File: src/design/qcg_pkg.sv
// package for the per-domain q-channel clock gating pair
// Operation
// - device drops qactive when domain idle
// - controller drops qreq_n only after qactive low
// - external request fall reaches crossing unit
// - idle crossing unit isolates and accepts on the same edge
// - controller gates clock only after acceptance
// - busy crossing unit raises qactive and denies
// - controller raises qreq_n after a denial
// - upstream arrival while stopped raises wake-up
// - wake-up drives external qactive high
// - controller restores clock before raising qreq_n
// - request rise removes isolation, accept transition
// - run requests are never denied
// - upstream leaves reset before wake flow
// - no upstream traffic before upstream ready
// - stopped domain isolated, transactions held
// - reset state is stopped and isolated
package qcg_pkg;

   // ------------------------------------------------------------
   // synchroniser and reset values
   // ------------------------------------------------------------
   localparam int SYNC_STAGES = 2;
   localparam logic QREQ_N_RST = 1'b0;
   localparam logic QACCEPT_N_RST = 1'b0;
   localparam logic QDENY_RST = 1'b0;
   localparam logic QACTIVE_RST = 1'b0;
   localparam logic CLK_EN_RST = 1'b0;

   // ------------------------------------------------------------
   // timing
   // ------------------------------------------------------------
   localparam int CLK_PERIOD_PS = 4000;
   localparam int CLK_RESTORE_NS = 8;
   localparam int CLK_RESTORE_CYC =
      (CLK_RESTORE_NS * 1000 + CLK_PERIOD_PS - 1) / CLK_PERIOD_PS;
   localparam int RESTORE_CNT_W = 4;

   // ------------------------------------------------------------
   // state machines
   // ------------------------------------------------------------
   typedef enum logic [1:0] {
      QCG_DEV_STOPPED,
      QCG_DEV_RUN,
      QCG_DEV_DENY
   } qcg_dev_st_t;

   typedef enum logic [2:0] {
      QCG_CTL_STOPPED,
      QCG_CTL_RESTORE,
      QCG_CTL_WAKE_REQ,
      QCG_CTL_RUN,
      QCG_CTL_STOP_REQ,
      QCG_CTL_DENIED
   } qcg_ctl_st_t;

endpackage : qcg_pkg

File: src/design/qcg_if.sv
// q-channel wires between the domain gating logic and its controller
interface qcg_if;
   logic qreq_n;
   logic qaccept_n;
   logic qdeny;
   logic qactive;

   modport dev (
      input qreq_n,
      output qaccept_n,
      output qdeny,
      output qactive
   );

   modport ctl (
      output qreq_n,
      input qaccept_n,
      input qdeny,
      input qactive
   );
endinterface : qcg_if

File: src/design/qcg_dev.sv
// domain gating end: crossing unit plus domain clock control
module qcg_dev #(
   parameter int DW = 32
) (
   // clock and reset
   input wire logic mclk,
   input wire logic resetn,
   // q-channel toward the clock controller
   qcg_if.dev q,
   // upstream side
   input wire logic up_ok,
   input wire logic up_valid,
   input wire logic [DW-1:0] up_data,
   output logic up_ready,
   // downstream side
   output logic dn_valid,
   output logic [DW-1:0] dn_data,
   input wire logic dn_ready,
   input wire logic dn_busy,
   // status
   output logic isolated,
   output logic wake
);
   import qcg_pkg::*;

   // ------------------------------------------------------------
   // registers
   // ------------------------------------------------------------
   qcg_dev_st_t state_ff;
   qcg_dev_st_t nxt_state;
   logic [SYNC_STAGES-1:0] qreq_sync_ff;
   logic [SYNC_STAGES-1:0] upok_sync_ff;
   logic int_qreq_n;
   logic up_ok_s;
   logic hold_v_ff;
   logic nxt_hold_v;
   logic [DW-1:0] hold_d_ff;
   logic up_ready_ff;
   logic qaccept_n_ff;
   logic qdeny_ff;
   logic qactive_ff;
   logic iso_ff;
   logic wake_ff;
   logic take;
   logic give;
   logic busy;
   logic arrival;

   // ------------------------------------------------------------
   // input synchronisers
   // ------------------------------------------------------------
   // external request crosses two flops before any decision
   always_ff @(posedge mclk or negedge resetn) begin
      if (!resetn) begin
         qreq_sync_ff <= {SYNC_STAGES{QREQ_N_RST}};
      end else begin
         qreq_sync_ff <= {qreq_sync_ff[SYNC_STAGES-2:0], q.qreq_n};
      end
   end

   assign int_qreq_n = qreq_sync_ff[SYNC_STAGES-1];

   // upstream domain ready level, from another reset domain
   always_ff @(posedge mclk or negedge resetn) begin
      if (!resetn) begin
         upok_sync_ff <= '0;
      end else begin
         upok_sync_ff <= {upok_sync_ff[SYNC_STAGES-2:0], up_ok};
      end
   end

   assign up_ok_s = upok_sync_ff[SYNC_STAGES-1];

   // ------------------------------------------------------------
   // activity and transfers
   // ------------------------------------------------------------
   // upstream transactions only once upstream is ready
   assign arrival = up_valid && up_ok_s;
   assign take = arrival && up_ready_ff;
   assign give = hold_v_ff && dn_ready;
   // pending arrival counts as activity so it is never stranded
   assign busy = hold_v_ff || dn_busy || arrival;

   // ------------------------------------------------------------
   // crossing unit state
   // ------------------------------------------------------------
   always_comb begin
      nxt_state = state_ff;
      case (state_ff)
         QCG_DEV_STOPPED: begin
            // rising request is always granted
            if (int_qreq_n) begin
               nxt_state = QCG_DEV_RUN;
            end
         end
         QCG_DEV_RUN: begin
            if (!int_qreq_n) begin
               if (busy) begin
                  nxt_state = QCG_DEV_DENY;
               end else begin
                  nxt_state = QCG_DEV_STOPPED;
               end
            end
         end
         QCG_DEV_DENY: begin
            if (int_qreq_n) begin
               nxt_state = QCG_DEV_RUN;
            end
         end
         default: begin
            nxt_state = QCG_DEV_STOPPED;
         end
      endcase
   end

   // reset lands in stopped, isolated
   always_ff @(posedge mclk or negedge resetn) begin
      if (!resetn) begin
         state_ff <= QCG_DEV_STOPPED;
      end else begin
         state_ff <= nxt_state;
      end
   end

   // ------------------------------------------------------------
   // boundary isolation
   // ------------------------------------------------------------
   // isolation set in the same edge as entering stopped
   always_ff @(posedge mclk or negedge resetn) begin
      if (!resetn) begin
         iso_ff <= 1'b1;
      end else begin
         iso_ff <= (nxt_state == QCG_DEV_STOPPED);
      end
   end

   // ------------------------------------------------------------
   // holding stage between the domains
   // ------------------------------------------------------------
   always_comb begin
      nxt_hold_v = hold_v_ff;
      if (take) begin
         nxt_hold_v = 1'b1;
      end else if (give) begin
         nxt_hold_v = 1'b0;
      end
   end

   always_ff @(posedge mclk or negedge resetn) begin
      if (!resetn) begin
         hold_v_ff <= 1'b0;
      end else begin
         hold_v_ff <= nxt_hold_v;
      end
   end

   always_ff @(posedge mclk or negedge resetn) begin
      if (!resetn) begin
         hold_d_ff <= '0;
      end else if (take) begin
         hold_d_ff <= up_data;
      end
   end

   // transactions stall at the boundary while stopped
   always_ff @(posedge mclk or negedge resetn) begin
      if (!resetn) begin
         up_ready_ff <= 1'b0;
      end else begin
         up_ready_ff <= (nxt_state != QCG_DEV_STOPPED) && !nxt_hold_v &&
                        up_ok_s;
      end
   end

   // ------------------------------------------------------------
   // domain clock control: q-channel answers
   // ------------------------------------------------------------
   // accept low on stop entry, high on run entry
   always_ff @(posedge mclk or negedge resetn) begin
      if (!resetn) begin
         qaccept_n_ff <= QACCEPT_N_RST;
      end else if (state_ff == QCG_DEV_RUN &&
                   nxt_state == QCG_DEV_STOPPED) begin
         qaccept_n_ff <= 1'b0;
      end else if (state_ff == QCG_DEV_STOPPED &&
                   nxt_state == QCG_DEV_RUN) begin
         qaccept_n_ff <= 1'b1;
      end
   end

   // deny held until the request rises again
   always_ff @(posedge mclk or negedge resetn) begin
      if (!resetn) begin
         qdeny_ff <= QDENY_RST;
      end else begin
         qdeny_ff <= (nxt_state == QCG_DEV_DENY);
      end
   end

   // wake-up toward clock control when arrival meets stopped domain
   always_ff @(posedge mclk or negedge resetn) begin
      if (!resetn) begin
         wake_ff <= 1'b0;
      end else begin
         wake_ff <= (state_ff == QCG_DEV_STOPPED) && arrival;
      end
   end

   // qactive: activity while running, wake-up while stopped
   always_ff @(posedge mclk or negedge resetn) begin
      if (!resetn) begin
         qactive_ff <= QACTIVE_RST;
      end else begin
         case (nxt_state)
            QCG_DEV_RUN: begin
               qactive_ff <= busy;
            end
            QCG_DEV_DENY: begin
               qactive_ff <= 1'b1;
            end
            QCG_DEV_STOPPED: begin
               qactive_ff <= wake_ff || arrival;
            end
            default: begin
               qactive_ff <= 1'b1;
            end
         endcase
      end
   end

   // ------------------------------------------------------------
   // outputs
   // ------------------------------------------------------------
   assign q.qaccept_n = qaccept_n_ff;
   assign q.qdeny = qdeny_ff;
   assign q.qactive = qactive_ff;
   assign up_ready = up_ready_ff;
   assign dn_valid = hold_v_ff;
   assign dn_data = hold_d_ff;
   assign isolated = iso_ff;
   assign wake = wake_ff;

endmodule : qcg_dev

File: src/flat_wrapper.sv
// flat-port wrapper written by rule: the top's interface ports become plain ports
module qcg_dev_flat import qcg_pkg::*;
#(
   parameter int DW = 32
)
  (mclk, resetn, up_ok, up_valid, up_data, up_ready, dn_valid, dn_data, dn_ready, dn_busy, isolated, wake, q_qreq_n, q_qaccept_n, q_qdeny, q_qactive);
  qcg_if q_i ();
  input wire logic mclk;
  input wire logic resetn;
  input wire logic up_ok;
  input wire logic up_valid;
  input wire logic [DW-1:0] up_data;
  output logic up_ready;
  output logic dn_valid;
  output logic [DW-1:0] dn_data;
  input wire logic dn_ready;
  input wire logic dn_busy;
  output logic isolated;
  output logic wake;
  input wire logic [$bits(q_i.qreq_n)-1:0] q_qreq_n;
  output wire logic [$bits(q_i.qaccept_n)-1:0] q_qaccept_n;
  output wire logic [$bits(q_i.qdeny)-1:0] q_qdeny;
  output wire logic [$bits(q_i.qactive)-1:0] q_qactive;
  assign q_i.qreq_n = q_qreq_n;
  assign q_qaccept_n = q_i.qaccept_n;
  assign q_qdeny = q_i.qdeny;
  assign q_qactive = q_i.qactive;
  qcg_dev #(.DW(DW)) u_core (.mclk(mclk), .resetn(resetn), .q(q_i), .up_ok(up_ok), .up_valid(up_valid), .up_data(up_data), .up_ready(up_ready), .dn_valid(dn_valid), .dn_data(dn_data), .dn_ready(dn_ready), .dn_busy(dn_busy), .isolated(isolated), .wake(wake));
endmodule
File: config.mk
export PLATFORM = sky130hd
export DESIGN_NAME = qcg_dev_flat
export DESIGN_NICKNAME = d
export VERILOG_FILES = /design/src/design/qcg_pkg.sv /design/src/design/qcg_if.sv /design/src/design/qcg_dev.sv /design/src/flat_wrapper.sv
export SDC_FILE = /design/constraint.sdc
export NUM_CORES = 1
export LEC_CHECK = 0
export ABC_AREA = 1
export BUFFER_PORTS_ARGS = -buffer_cell sky130_fd_sc_hd__buf_4
export CAP_MARGIN = 30
export CORE_MARGIN = 2
export CORE_UTILIZATION = 40
export DETAILED_ROUTE_END_ITERATION = 7
export PLACE_DENSITY = 0.7
export SKIP_CTS_REPAIR_TIMING = 1
export SLEW_MARGIN = 10
export SYNTH_ARGS = -nofsm -noshare
export SYNTH_HDL_FRONTEND = slang
export SYNTH_SLANG_ARGS = --single-unit
export TNS_END_PERCENT = 1
File: constraint.sdc
create_clock -name mclk -period 2.01 [get_ports mclk]
set_clock_uncertainty 0.1 [all_clocks]
set_input_delay 0.201 -clock mclk [delete_from_list [all_inputs] [get_ports mclk]]
set_output_delay 0.201 -clock mclk [all_outputs]
set_load 0.02 [all_outputs]
==> impl_metrics.ini <==
[synthesis]
ys_seq_area_frac = 0.644
synth_common_cells = 71 x nand2_1, 44 x dfrtp_1, 33 x nand3_1, 5 x inv_1, 5 x nor2_1
synth_most_common_cell = nand2_1
yosys.area.top_type = dfrtp_1
synth_cells = 181
yosysWarnings = 0
async_reset_ff_frac = 1.00
synth_flop_cell = dfrtp_1
synth_seq_cells = 45
syn_nets = 220
synth_top_area_frac = 0.629
synth-edff-count = 0
syn_avg_cell_area_um2 = 9.67
synthesis.area_um2 = 1750
synthTopCellsByArea = dfrtp_1 63%, nand2_1 15%, nand3_1 9.4%, buf_6 1.9%, dfstp_2 1.5%
synth.distinct_cells = 19

[routing]
drtAntennaViolNets = 0
vias = 1440
drt_wl_total_um = 3720
drcViolationCount = 0
drt_iter0_markers = 83
viasPerCell = 4.60
routedWlPerCell_um = 11.9
dr.pass1.iters = 4

[run]
drv_cap = 0

[sta]
maxSlewViolCount = 0
fin_hold_ws_ns = 0.0350
fin_crit_sh = 0.713
rsz0062_at_grt = no
fmax_mhz = 698
min_period_ns = 1.43
fin_tns_setup_ns = 0
setup_slack_ns = 0.577
finalSetupViolCount = 0
tightest_slew_ns = 0.553
slew_headroom = 0.631
hold_viol_final = 0

[cts]
tritoncts = yes
htree_num_levels = 2
cts-root-buf = clkbuf_8
clk_latency_ns = 0.29
clock_path_buffers = 2
clock-sinks = 45
clk_pin_slew_ns = 0.08
cts_buffers = 5

[place]
postPlaceCellArea_um2 = 2330
place_congestion = 0.777
post-dp-hpwl_um = 2560
port_buffers = 77
dpl_worst_slack_ns = 0.559

[grt]
grt_pass1_wl_um = 6280
grt_overflow_total = 0
grt_antenna_before_repair = 0
grt_max_degree = 46
grt_usage = 0.159
grt_pass1_vias = 1417

[worst_setup_path]
criticalPathCategory = reg2reg
cp-end-kind = register
setup.worst_path.start_class = register
required_ns = 2.09
reg2reg_depth = 5
r2r-end = u_core.dn_data[23]
arrival_ns = 1.51
r2r_setup_slack_ns = 0.58
cp_max_fo = 34
regToRegStartpoint = u_core.upok_sync_ff[1]

[floorplanning]
die_area_um2 = 4920
chipHeight_um = 70.2
die_w_um = 70.2
io_pins = 78
rows = 24
start_util = 0.408
core-area_um2 = 4290

[finish]
seq_area_um2 = 1130
layout-drive-gt1-share = 0.360
final_core_util = 0.578
fill_cells = 416
final_nets = 299
diodes = 0
multi_input_area_um2 = 518
finish.instance_area_um2 = 2480
area_growth_pct = 41.8

[worst_hold_path]
hold_end = u_core.dn_data[5]
hold_path_depth = 3
worstHoldStart = up_data[5]
holdCritPathClass = in2reg

[power]
vdd_ir_drop_max_v = 0.000546
cellPowerDensity_nw_per_um2 = 1090
p_leak_uw = 0.00138

[run_status]
status = finished, final reports clean
==> metal layers <==
metal	GRT usage	vias to the layer above	part of all wire
met5	0	-	0
met3	0.0519	5	0.075
met1	0.202	658	0.44
met2	0.259	47	0.47
li1	-	730	-
met4	0.0513	0	0.010
==> stage by stage <==
step                std cells  total power [uW]
detailed placement        302              2020
floorplan                 181              1620
global placement          302              2010
finish                    313              2690
CTS                       310              2730
global route              313              2850
==> layout by cell type (no fill, tap or decap) <==
master	count
clkbuf_8	6
dfrtp_1	44
a21oi_2	1
bufinv_16	1
dfstp_2	1
nor2_1	5
inv_4	1
inv_1	5
inv_2	1
nand2_4	1
nand2_1	71
buf_4	79
nand3_1	33
a21oi_1	1
o21ai_0	2
nand3b_1	1
dlygate4sd3_1	3
clkinvlp_4	1
nor3_1	1
nand2_2	2
o211ai_1	1
==> state kept, by name, summed over array words and instances (netlist names) <==
register / cells
u_core.state_ff: 2
u_core.qreq_sync_ff: 2
u_core.q.qaccept_n: 1
u_core.isolated: 1
u_core.dn_data: 32
u_core.wake: 1
u_core.q.qdeny: 1
u_core.dn_valid: 1
u_core.q.qactive: 1
u_core.upok_sync_ff: 2
u_core.up_ready: 1
==> kinds of logic (layout without fill, tap and decap cells) <==
| logic type | after synthesis | count (layout) | synth area share |
|---|---|---|---|
| and+or+nand+nor | 114 | 114 | 0.278 |
| buffers and inverters | 17 | 97 | 0.0600 |
| AOI/OAI and AO/OA | 5 | 5 | 0.0179 |
| DFF | 45 | 45 | 0.644 |
==> worst max-delay path, cell delays in order, from the launching register on <==
cell     delay [ns]
dfrtp_1        0.36
nand2_2        0.09
inv_4          0.27
nand2_4        0.29
nand2_1        0.14
nand2_1        0.06
==> area by class of cell <==
class	instances	area share
Timing Repair Buffer	82	0.251
Sequential cell	45	0.454
Multi-Input combinational cell	119	0.209
Tap cell	52	0.0262
Inverter	7	0.0116
Clock buffer	6	0.0333
Clock inverter	2	0.0151
==> how the worst max path moves through the flow <==
stage / start / depth (start not counted) / to / slack (ns)
after floorplan: u_core.up_ready / 5 / u_core.dn_data[0] / 0.87
after global placement: u_core.upok_sync_ff[1] / 5 / u_core.up_ready / 0.60
after detailed placement: u_core.upok_sync_ff[1] / 5 / u_core.up_ready / 0.56
after CTS: u_core.upok_sync_ff[1] / 5 / u_core.up_ready / 0.55
after global routing: u_core.upok_sync_ff[1] / 5 / u_core.dn_data[14] / 0.43
final: u_core.upok_sync_ff[1] / 5 / u_core.dn_data[23] / 0.58
==> power breakdown <==
group,switching (uW),total [uW],internal (uW),leakage [uW]
Sequential,108,1200,1090,0.000558
Clock,291,695,404,0.0000574
Combinational,450,800,350,0.000767
Total,849,2690,1850,0.00138
No activity file was read; power rests on OpenSTA's default activity.
